[src/logic/comparator_event_control_defines.vh]
// register offsets, field positions and reset values of the comparator control block
`ifndef COMPARATOR_EVENT_CONTROL_DEFINES_VH
`define COMPARATOR_EVENT_CONTROL_DEFINES_VH

// byte addresses of the register words
`define OFS_CONVERTER_CONTROL_B 8'h00
`define OFS_COMPARATOR_CONTROL_STATUS 8'h04
`define OFS_DIGITAL_INPUT_DISABLE 8'h08
`define OFS_CONVERTER_SETUP 8'h0C
`define OFS_IRQ_STATUS 8'h10
`define OFS_IRQ_MASK 8'h14
`define OFS_PROCESSOR_STATUS 8'h18

// converter_control_b fields
`define BIT_NEG_MUX_ENABLE 6
`define MASK_CONVERTER_CONTROL_B 8'h47

// comparator_control_status fields
`define BIT_CMP_POWER_OFF 7
`define BIT_INTERNAL_REF_SELECT 6
`define BIT_CMP_RESULT 5
`define BIT_CMP_EVENT_FLAG 4
`define BIT_CMP_IRQ_ENABLE 3
`define BIT_EVENT_MODE_HI 1
`define BIT_EVENT_MODE_LO 0

// event mode encodings
`define MODE_TOGGLE 2'h0
`define MODE_RESERVED 2'h1
`define MODE_FALLING 2'h2
`define MODE_RISING 2'h3

// digital_input_disable fields
`define BIT_POS_PIN_INPUT_OFF 0
`define BIT_NEG_PIN_INPUT_OFF 1
`define MASK_DIGITAL_INPUT_DISABLE 8'h3F

// converter setup word: enable in bit 8, channel select low in bits 1..0; processor status word: global enable in bit 7
`define BIT_CONVERTER_ENABLE 8
`define BIT_PROCESSOR_GLOBAL_IRQ 7

// interrupt status/mask bits
`define IRQ_BIT_EVENT 0
`define IRQ_BIT_RISE 1
`define IRQ_BIT_FALL 2

// reset values
`define RESET_BYTE 8'h00
`define RESET_IRQ 3'h0

// negative input selection codes
`define NEG_SEL_PIN 3'h4

`endif

[src/logic/comparator_event_control.v]
// comparator control, event detection, input steering and AHB-Lite registers
//
// Behaviour
// - result reads one when positive exceeds negative
// - raw result synchronised, one to two cycles
// - mode field: toggle, reserved, falling, rising
// - event flag set on matching edge
// - flag cleared by vector or written one
// - request needs flag, enable and global enable
// - power-off bit removes comparator power
// - reference select picks internal reference
// - mux enable, converter off: channel picks negative
// - reserved bit two reads zero
// - input disable forces pin read zero
// - converter on only while enable set
//
// The AHB-Lite register port and the placing of the registers were decided locally.
`timescale 1ns/1ps
`include "comparator_event_control_defines.vh"
module comparator_event_control (
   // clock and reset
   input wire clock,
   input wire reset_n,
   // ahb-lite slave
   input wire hsel,
   input wire [31:0] haddr,
   input wire [1:0] htrans,
   input wire hwrite,
   input wire [2:0] hsize,
   input wire [31:0] hwdata,
   input wire hready,
   output wire hreadyout,
   output wire hresp,
   output reg [31:0] hrdata,
   // analog core
   input wire cmpRawOut,
   output wire cmpPowerOff,
   output wire posUseInternalRef,
   output wire [2:0] negInputSelect,
   // pins, raw digital levels and gated port reads
   input wire posPinLevel,
   input wire negPinLevel,
   output wire posPinBufferOn,
   output wire negPinBufferOn,
   output reg posPinRead,
   output reg negPinRead,
   // interrupt system
   input wire vectorTaken,
   output wire cmpIrqRequest,
   output wire irq
);
   // registers
   reg negMuxEnable;
   reg [2:0] triggerSelect;
   reg powerOff;
   reg internalRef;
   reg eventFlag;
   reg irqEnable;
   reg [1:0] eventMode;
   reg [5:0] inputDisable;
   reg converterEnable;
   reg [1:0] channelSelectLow;
   reg globalIrqEnable;
   reg [2:0] irqStatus;
   reg [2:0] irqMask;

   // address phase capture
   reg dataPhase;
   reg dataWrite;
   reg [7:0] dataAddr;

   wire cmpResult;
   wire posPinSync;
   wire negPinSync;
   wire riseEvt;
   wire fallEvt;
   wire toggleEvt;
   reg modeMatch;
   wire [7:0] wbyte;
   wire writeCtrlB;
   wire writeCtrlStatus;
   wire writeDisable;
   wire writeSetup;
   wire writeMask;
   wire writeProc;
   wire readIrqStatus;
   wire flagClearByWrite;
   wire [2:0] irqEvents;
   wire takeTransfer;
   wire clearFlag;

   // read views of the register words
   wire [7:0] ctrlBWord;
   wire [7:0] ctrlStatusWord;
   wire [7:0] disableWord;
   wire [8:0] setupWord;
   wire [7:0] procWord;

   // the raw comparator level is forced low while powered off; it is async
   level_sync syncResult (
      .clock(clock),
      .reset_n(reset_n),
      .asyncIn(cmpRawOut & ~powerOff),
      .syncOut(cmpResult)
   );

   level_sync syncPos (
      .clock(clock),
      .reset_n(reset_n),
      .asyncIn(posPinLevel),
      .syncOut(posPinSync)
   );

   level_sync syncNeg (
      .clock(clock),
      .reset_n(reset_n),
      .asyncIn(negPinLevel),
      .syncOut(negPinSync)
   );

   edge_detect edges (
      .clock(clock),
      .reset_n(reset_n),
      .level(cmpResult),
      .rise(riseEvt),
      .fall(fallEvt),
      .toggle(toggleEvt)
   );

   // mode selection of the event
   always @* begin
      case (eventMode)
         `MODE_TOGGLE: modeMatch = toggleEvt;
         `MODE_FALLING: modeMatch = fallEvt;
         `MODE_RISING: modeMatch = riseEvt;
         default: modeMatch = 1'b0;
      endcase
   end

   // bus write strobes, decoded in the data phase
   assign wbyte = hwdata[7:0];
   assign writeCtrlB = dataPhase & dataWrite & (dataAddr == `OFS_CONVERTER_CONTROL_B);
   assign writeCtrlStatus = dataPhase & dataWrite &
                            (dataAddr == `OFS_COMPARATOR_CONTROL_STATUS);
   assign writeDisable = dataPhase & dataWrite & (dataAddr == `OFS_DIGITAL_INPUT_DISABLE);
   assign writeSetup = dataPhase & dataWrite & (dataAddr == `OFS_CONVERTER_SETUP);
   assign writeMask = dataPhase & dataWrite & (dataAddr == `OFS_IRQ_MASK);
   assign writeProc = dataPhase & dataWrite & (dataAddr == `OFS_PROCESSOR_STATUS);
   assign readIrqStatus = dataPhase & ~dataWrite & (dataAddr == `OFS_IRQ_STATUS);
   assign flagClearByWrite = writeCtrlStatus & wbyte[`BIT_CMP_EVENT_FLAG];
   assign clearFlag = vectorTaken | flagClearByWrite;
   assign takeTransfer = hsel & htrans[1];

   assign hreadyout = 1'b1;
   assign hresp = 1'b0;

   always @(posedge clock or negedge reset_n) begin
      if (!reset_n) begin
         dataPhase <= 1'b0;
         dataWrite <= 1'b0;
         dataAddr <= 8'h00;
      end else if (hready) begin
         dataPhase <= takeTransfer;
         dataWrite <= hwrite;
         dataAddr <= haddr[7:0];
      end
   end

   // control registers, one process per register word
   always @(posedge clock or negedge reset_n) begin
      if (!reset_n) begin
         negMuxEnable <= 1'b0;
         triggerSelect <= 3'h0;
      end else if (writeCtrlB) begin
         negMuxEnable <= wbyte[`BIT_NEG_MUX_ENABLE];
         triggerSelect <= wbyte[2:0];
      end
   end

   always @(posedge clock or negedge reset_n) begin
      if (!reset_n) begin
         powerOff <= 1'b0;
         internalRef <= 1'b0;
         irqEnable <= 1'b0;
         eventMode <= `MODE_TOGGLE;
      end else if (writeCtrlStatus) begin
         powerOff <= wbyte[`BIT_CMP_POWER_OFF];
         internalRef <= wbyte[`BIT_INTERNAL_REF_SELECT];
         irqEnable <= wbyte[`BIT_CMP_IRQ_ENABLE];
         eventMode <= wbyte[`BIT_EVENT_MODE_HI:`BIT_EVENT_MODE_LO];
      end
   end

   always @(posedge clock or negedge reset_n) begin
      if (!reset_n) begin
         inputDisable <= 6'h00;
      end else if (writeDisable) begin
         inputDisable <= wbyte[5:0];
      end
   end

   always @(posedge clock or negedge reset_n) begin
      if (!reset_n) begin
         converterEnable <= 1'b0;
         channelSelectLow <= 2'h0;
      end else if (writeSetup) begin
         converterEnable <= hwdata[`BIT_CONVERTER_ENABLE];
         channelSelectLow <= hwdata[1:0];
      end
   end

   always @(posedge clock or negedge reset_n) begin
      if (!reset_n) begin
         irqMask <= `RESET_IRQ;
      end else if (writeMask) begin
         irqMask <= hwdata[2:0];
      end
   end

   always @(posedge clock or negedge reset_n) begin
      if (!reset_n) begin
         globalIrqEnable <= 1'b0;
      end else if (writeProc) begin
         globalIrqEnable <= hwdata[`BIT_PROCESSOR_GLOBAL_IRQ];
      end
   end

   // event flag: a matching edge wins over any clear in the same cycle
   always @(posedge clock or negedge reset_n) begin
      if (!reset_n) begin
         eventFlag <= 1'b0;
      end else if (modeMatch) begin
         eventFlag <= 1'b1;
      end else if (clearFlag) begin
         eventFlag <= 1'b0;
      end
   end

   // sticky status cleared by its read, new events win over the clear
   assign irqEvents = {fallEvt, riseEvt, modeMatch};
   always @(posedge clock or negedge reset_n) begin
      if (!reset_n) begin
         irqStatus <= `RESET_IRQ;
      end else if (readIrqStatus) begin
         irqStatus <= irqEvents;
      end else begin
         irqStatus <= irqStatus | irqEvents;
      end
   end

   assign cmpIrqRequest = eventFlag & irqEnable & globalIrqEnable;
   assign irq = |(irqStatus & irqMask);

   // analog steering
   assign cmpPowerOff = powerOff;
   assign posUseInternalRef = internalRef;
   assign negInputSelect = (negMuxEnable & ~converterEnable) ?
                           {1'b0, channelSelectLow} : `NEG_SEL_PIN;

   // digital input buffers and gated reads
   assign posPinBufferOn = ~inputDisable[`BIT_POS_PIN_INPUT_OFF];
   assign negPinBufferOn = ~inputDisable[`BIT_NEG_PIN_INPUT_OFF];
   always @(posedge clock or negedge reset_n) begin
      if (!reset_n) begin
         posPinRead <= 1'b0;
         negPinRead <= 1'b0;
      end else begin
         posPinRead <= posPinSync & posPinBufferOn;
         negPinRead <= negPinSync & negPinBufferOn;
      end
   end

   assign ctrlBWord = {1'b0, negMuxEnable, 3'h0, triggerSelect};
   assign ctrlStatusWord = {powerOff, internalRef, cmpResult, eventFlag,
                            irqEnable, 1'b0, eventMode};
   assign disableWord = {2'h0, inputDisable};
   assign setupWord = {converterEnable, 6'h00, channelSelectLow};
   assign procWord = {globalIrqEnable, 7'h00};

   // read data, driven in the data phase from the registers
   always @* begin
      hrdata = 32'h00000000;
      if (dataPhase & ~dataWrite) begin
         if (dataAddr == `OFS_CONVERTER_CONTROL_B) begin
            hrdata[7:0] = ctrlBWord;
         end else if (dataAddr == `OFS_COMPARATOR_CONTROL_STATUS) begin
            hrdata[7:0] = ctrlStatusWord;
         end else if (dataAddr == `OFS_DIGITAL_INPUT_DISABLE) begin
            hrdata[7:0] = disableWord;
         end else if (dataAddr == `OFS_CONVERTER_SETUP) begin
            hrdata[8:0] = setupWord;
         end else if (dataAddr == `OFS_IRQ_STATUS) begin
            hrdata[2:0] = irqStatus;
         end else if (dataAddr == `OFS_IRQ_MASK) begin
            hrdata[2:0] = irqMask;
         end else if (dataAddr == `OFS_PROCESSOR_STATUS) begin
            hrdata[7:0] = procWord;
         end
      end
   end
endmodule // comparator_event_control

[src/logic/edge_detect.v]
// edge detector producing rise, fall and toggle pulses
`timescale 1ns/1ps
module edge_detect (
   // clock and reset
   input wire clock,
   input wire reset_n,
   // synchronised level and pulses
   input wire level,
   output wire rise,
   output wire fall,
   output wire toggle
);
   reg lastLevel;
   reg primed;

   // no pulse on the first cycle after reset, the history is unknown
   always @(posedge clock or negedge reset_n) begin
      if (!reset_n) begin
         lastLevel <= 1'b0;
         primed <= 1'b0;
      end else begin
         lastLevel <= level;
         primed <= 1'b1;
      end
   end

   assign rise = primed & level & ~lastLevel;
   assign fall = primed & ~level & lastLevel;
   assign toggle = rise | fall;
endmodule // edge_detect

[src/logic/level_sync.v]
// two-flop synchroniser for one level
`timescale 1ns/1ps
module level_sync (
   // clock and reset
   input wire clock,
   input wire reset_n,
   // level
   input wire asyncIn,
   output reg syncOut
);
   reg stage1;

   always @(posedge clock or negedge reset_n) begin
      if (!reset_n) begin
         stage1 <= 1'b0;
         syncOut <= 1'b0;
      end else begin
         stage1 <= asyncIn;
         syncOut <= stage1;
      end
   end
endmodule // level_sync

[config.mk]
export PLATFORM = sky130hd
export DESIGN_NAME = comparator_event_control
export DESIGN_NICKNAME = d
export VERILOG_FILES = /design/src/logic/comparator_event_control.v /design/src/logic/edge_detect.v /design/src/logic/level_sync.v
export VERILOG_INCLUDE_DIRS = /design/src /design/src/logic
export SDC_FILE = /design/constraint.sdc
export NUM_CORES = 1
export LEC_CHECK = 0
export BUFFER_PORTS_ARGS = -buffer_cell sky130_fd_sc_hd__buf_4
export CAP_MARGIN = 20
export CORE_UTILIZATION = 45
export CTS_CLUSTER_DIAMETER = 60
export DETAILED_ROUTE_END_ITERATION = 8
export PLACE_DENSITY = 0.9
export SYNTH_ARGS = -nofsm -noshare
export SYNTH_HDL_FRONTEND = slang
export SYNTH_SLANG_ARGS = --single-unit
[constraint.sdc]
create_clock -name clock -period 2.7 [get_ports clock]
set_input_delay 0 -clock clock [delete_from_list [all_inputs] [get_ports clock]]
set_output_delay 0 -clock clock [all_outputs]
set_load 0.01 [all_outputs]
After elaboration in Yosys (flattened, before gate mapping)

Index checks and enable logic that the tools add are counted.

Mux-type cells: 19
Reduce and logical (&&, ||, !) cells: 4
Equality and inequality tests: 8
Bitwise logic cells: 32

Operators by type and width:

| operator             | count |
|---|---|
| $mux W8              | 5 |
| $eq A8 B5 Y1 const B | 3 |
| $and A1 B1 Y1        | 21 |
| $eq A8 B4 Y1 const B | 2 |
| $mux W3              | 4 |
| $mux W5              | 2 |
| $mux W9              | 1 |
| $eq A8 B3 Y1 const B | 1 |
| $logic_not A8 Y1     | 1 |
| $not A1 Y1           | 7 |
| $mux W1              | 6 |
| $eq A2 B2 Y1 const B | 2 |
| $and A3 B3 Y3        | 1 |
| $or A3 B3 Y3         | 1 |
| $pmux W1 S3          | 1 |
| $reduce_or A3 Y1     | 1 |
| $logic_not A2 Y1     | 1 |
| $or A1 B1 Y1         | 2 |
| $reduce_bool A2 Y1   | 1 |

Output and inout port bits: 45
Logic and storage cells: 89
Register bits after elaboration: 46
Bits of input ports: 78

Depth between registers and ports, before layout

Depth after elaboration: 9
Gate-level depth with buffers: 5
Depth with buffers taken out: 4

By module

Synthesis repeated with hierarchy kept, for this count alone.

Cell total of the unflattened synthesis: 199
Area total of the unflattened synthesis: 2356.0 um^2

By module, submodules not included:

| module                   | sequential area each (um^2) | cells an instance | area an instance (um^2) | times used |
|---|---|---|---|---|
| comparator_event_control | 950.9                       | 184               | 2122.0                  | 1 |
| level_sync               | 50.0                        | 2                 | 50.0                    | 3 |
| edge_detect              | 50.0                        | 9                 | 83.8                    | 1 |

Least setup slack after synthesis

No wires, ideal clock.

Path kind: reg-to-reg
From: register dataAddr[5]
To: register channelSelectLow[0]
Library setup time: 0.125 ns
Clock period less this slack: 2.104 ns
Cell stages (with the launch flop): 5
Arrival time: 1.979 ns
Required time: 2.575 ns
Path slack: 0.596 ns
Path buffers: 0
Cell sequence: dfrtp_1 -> or4_4 -> or3_4 -> or3_4 -> mux2_4

Cells in the longest elaborated chain, start to end: 2

Ends and longest elaborated chain:

| item                   | RTL line                       | RTL |
|---|---|---|
| from (decl)            | comparator_event_control.v:70  | `reg [7:0] dataAddr;` |
| from (signal assigned) | comparator_event_control.v:165 | `dataAddr <= haddr[7:0];` |
| $eq A8 B4 Y1 (no line) | -                              |  |
| $and A1 B1 Y1          | comparator_event_control.v:146 | `` assign writeSetup = dataPhase & dataWrite & (dataAddr == `OFS_CONVERTER_SETUP); `` |
| to (signal assigned)   | comparator_event_control.v:208 | `channelSelectLow <= hwdata[1:0];` |
| to (decl)              | comparator_event_control.v:62  | `reg [1:0] channelSelectLow;` |

No other way between the ends.
A chain may end at the register's enable or synchronous reset.

Worst setup path in the final report

From: register dataAddr[5]
To: output hrdata[2]

Cells in the longest elaborated chain, start to end: 8
Elaborated cells on any way between the ends: 13
Classes of those cells: 5 x eq/ne; 7 x mux; 1 x reduce/logical

Ends and longest elaborated chain:

| item                   | RTL line                       | RTL |
|---|---|---|
| $eq A8 B5 Y1 (no line) | -                              |  |
| $mux W3                | comparator_event_control.v:294 | `` end else if (dataAddr == `OFS_IRQ_MASK) begin `` |
| $mux W3                | comparator_event_control.v:292 | `` end else if (dataAddr == `OFS_IRQ_STATUS) begin `` |
| $mux W8                | comparator_event_control.v:290 | `` end else if (dataAddr == `OFS_CONVERTER_SETUP) begin `` |
| $mux W8                | comparator_event_control.v:288 | `` end else if (dataAddr == `OFS_DIGITAL_INPUT_DISABLE) begin `` |
| $mux W8                | comparator_event_control.v:286 | `` end else if (dataAddr == `OFS_COMPARATOR_CONTROL_STATUS) begin `` |
| $mux W8 *              | comparator_event_control.v:284 | `` if (dataAddr == `OFS_CONVERTER_CONTROL_B) begin `` |
| $mux W9 *              | comparator_event_control.v:283 | `if (dataPhase & ~dataWrite) begin` |
| to (decl)              | comparator_event_control.v:34  | `output reg [31:0] hrdata,` |

Mark *: on every way between the ends. The rest lies on a longest branch, timed or not.

==> summary.md <==
| Metric | Value |
|---|---|
| Status | `finished clean` |
| Synth-to-Final Area Change | `30.95%` |
| CP Data Arrival Time | `2.34 ns` |
| Crit-path cells | `or4_4, or3_4, o32a_2, nor2_1, buf_4` |
| Share of layout cells above drive strength 1 | `33.81%` |
| Worst Max-Slew Pin Slew | `0.5559 ns` |
| WHS | `0.01852 ns` |
| Synth Cell Area | `2288 um2` |
| CP max-delay cell | `or4_4` |
| Die height | `73.31 um` |
| Critical Path Start Type | `flip-flop` |
| Cells after Synth | `200` |
| Sequential cell area | `1151 um2` |
| # nets final | `358` |
| Full die area | `5374 um2` |
| Final Cycle Share | `86.72%` |
| Fin. Hold Viols | `0` |
| PD cells | `467.5 nW/um2` |
| H-tree lvl count | `2` |
| Min Clock Period, post-route | `2.342 ns` |
| Post-synth EDFFs | `0` |
| Routability congestion estimate | `0.8795` |
| Drt total wl | `4832 um` |
| Setup-failing EPs final | `0` |
| Area share of the largest cell type after synthesis | `50.30%` |
| Fmax | `0.4271 GHz` |
| Post-synthesis async set-or-reset flop share | `100.0%` |
| Ant diodes | `0` |
| DR iter-0 viols | `66` |
| Root Driver | `clkbuf_8` |
| Total gr overflow | `0` |
| Yosys warns | `0` |
| Final Util | `62.21%` |
| Detail Route Antenna Nets | `0` |
| CP max stage delay | `0.59 ns` |
| Max VDD drop | `0.0004199 V` |
| Router iterations before antenna repair | `4` |
| Clock buffer count from CTS | `5` |
| Vias post-DR | `1760` |
| Slew headroom | `62.94%` |
| Clk Latency, worst-skew pair | `0.30 ns` |
| Row count | `25` |
| Vias in the first global route | `1721` |
| Dominant cell type by area after synthesis | `dfrtp_1` |
| Clock Path Buffers | `2` |
| Top FF cell, synth | `dfrtp_1` |
| Slew Limit Fails | `0` |
| # IOs | `123` |
| Main area contributors after synthesis | `dfrtp_1, mux2_2, buf_4, mux2_4, nand2_1` |
| Pin count of the biggest net entering global routing | `47` |
| Leak | `1.407 nW` |
| Starting Density | `47.51%` |
| CTS tree | `done` |
| Sink Count | `46` |
| Core Box Area | `4817 um2` |
| # Post-CTS Setup Buffers | `0` |
| Global Route Usage Sum | `20.19%` |
| Fillers | `395` |
| Worst setup margin | `0.3585 ns` |
| Setup repair after global routing missed its margin | `no` |
| Synth cell types | `37` |
| Vias per Instance | `5.057` |
| Pre-CTS WS | `0.5230 ns` |
| Critical Path Sink Type | `output pin` |
| Setup_tns | `0 ns` |
| Antenna violations before repair | `0` |
| Crit path max fanout | `5` |
| DRC viols | `0` |
| Multi-input gate area | `989.7 um2` |
| CP required | `2.70 ns` |
| CTS clk-pin slew, worst paths | `0.08 ns` |
| Post-synthesis sequential area ratio | `50.30%` |
| Hold crit path type | `in2reg` |
| Post-Syn Area per Cell | `11.44 um2` |
| Max Cap Violations | `0` |
| Port Buffers | `46` |
| Worst Setup Path Type | `reg2out` |
| Die W | `73.31 um` |
| Wire per inst | `13.89 um` |
| Dpl hpwl | `3291 um` |
| #FFs+latches synth | `46` |
| First-pass GRT wire length | `8010 um` |
| Final Skew | `0.003486 ns` |
-- kinds of logic after synthesis --
kind of cell    after synthesis  share of synthesized area [%]
flops                        46                          50.30
buf+inv                      36                          10.39
simple gates                 58                          14.43
compound gates               26                          8.420
other cells                   2                         0.3282
mux                          32                          16.13
-- layout by cell type, fill, tap and decap left out, drive strengths merged, types with 2 or more instances in the layout --
cell          n
nor2b         5
clkbuf        6
dlygate4sd3  26
mux2i         2
a32o          2
nor4b         3
nand3         4
nand2        11
nand2b        5
nor3          3
a22oi         5
a2bb2oi       2
conb         26
inv           7
nor4          2
nand4         3
and2          2
dfrtp        46
mux2         30
buf          52
o21ai         7
nor2          9
and3          5
or3           3
a211oi        4
-- flip-flops by register name, indices dropped and copies added (netlist names), 2 cells and up --
register / count
irqMask: 3
eventMode: 2
channelSelectLow: 2
dataAddr: 8
irqStatus: 3
triggerSelect: 3
inputDisable: 6
-- worst max-delay path: cells and delay by family (launching register included) --
kind / cells / cell delay (ns)
buf+inv: 1 / 0.15
flops: 1 / 0.42
compound gates: 1 / 0.36
simple gates: 3 / 1.12
-- metal layers --
metal,wire length [um],GRT usage [%],vias to the layer above
li1,-,-,818
met3,266,4.664,8
met2,2498,34.98,74
met5,0,0,-
met1,1991,24.91,860
met4,75,6.838,0
-- cell usage after synthesis, types with 3 or more instances --
cell type  number
a211oi_1        4
inv_1           7
o21ai_0         7
nand2_1        11
nor3_1          3
nand4_1         3
nor2b_1         5
dfrtp_1        46
nor2_1          9
mux2_2         27
nor4b_1         3
mux2_4          3
nand3_1         4
nand2b_1        5
a22oi_1         5
buf_4          25
and3_1          5
-- through the flow --
step	cell area, um2	instances	power [mW]
after floorplan	2379	224	0.8915
after global placement	2641	314	0.9377
after detailed placement	2641	314	0.9452
after CTS	2997	348	1.407
after global routing	2997	348	1.463
final	2997	348	1.401
-- report_power, final --
group | internal (mW) | switching (mW)
Sequential | 0.726 | 0.0375
Clock | 0.206 | 0.231
Combinational | 0.108 | 0.0928
Total | 1.04 | 0.362
-- final cells by class --
cell class | instances | share of cell area, %
sequential | 46 | 38.41
multi-input combinational | 142 | 33.03
timing repair buffer | 78 | 21.71
tap | 67 | 2.797
clock buffer | 6 | 2.756
inverter | 7 | 0.8768
clock inverter | 2 | 0.4175
-- timing repair --
action | in CTS | in global routing
hold buffers | 26 | 0
endpoints found under the setup margin | 0 | 0
resized for setup | 0 | 0
endpoints found under the hold margin | 82 | 0
-- path summary, 6_finish.rpt --
check	from	end	slack, ns	cells past startpoint
worst max-delay path	dataAddr[5]	hrdata[2]	0.36	5
worst min-delay path	hready	dataAddr[3]	0.02	2
worst max register to register	dataAddr[5]	converterEnable	0.50	4
worst min register to register	syncResult.stage1	syncResult.syncOut	0.35	0
max in group asynchronous	reset_n	irqMask[0]	2.09	2
min in group asynchronous	reset_n	inputDisable[3]	0.24	2
No activity file was read; power rests on OpenSTA's default activity.
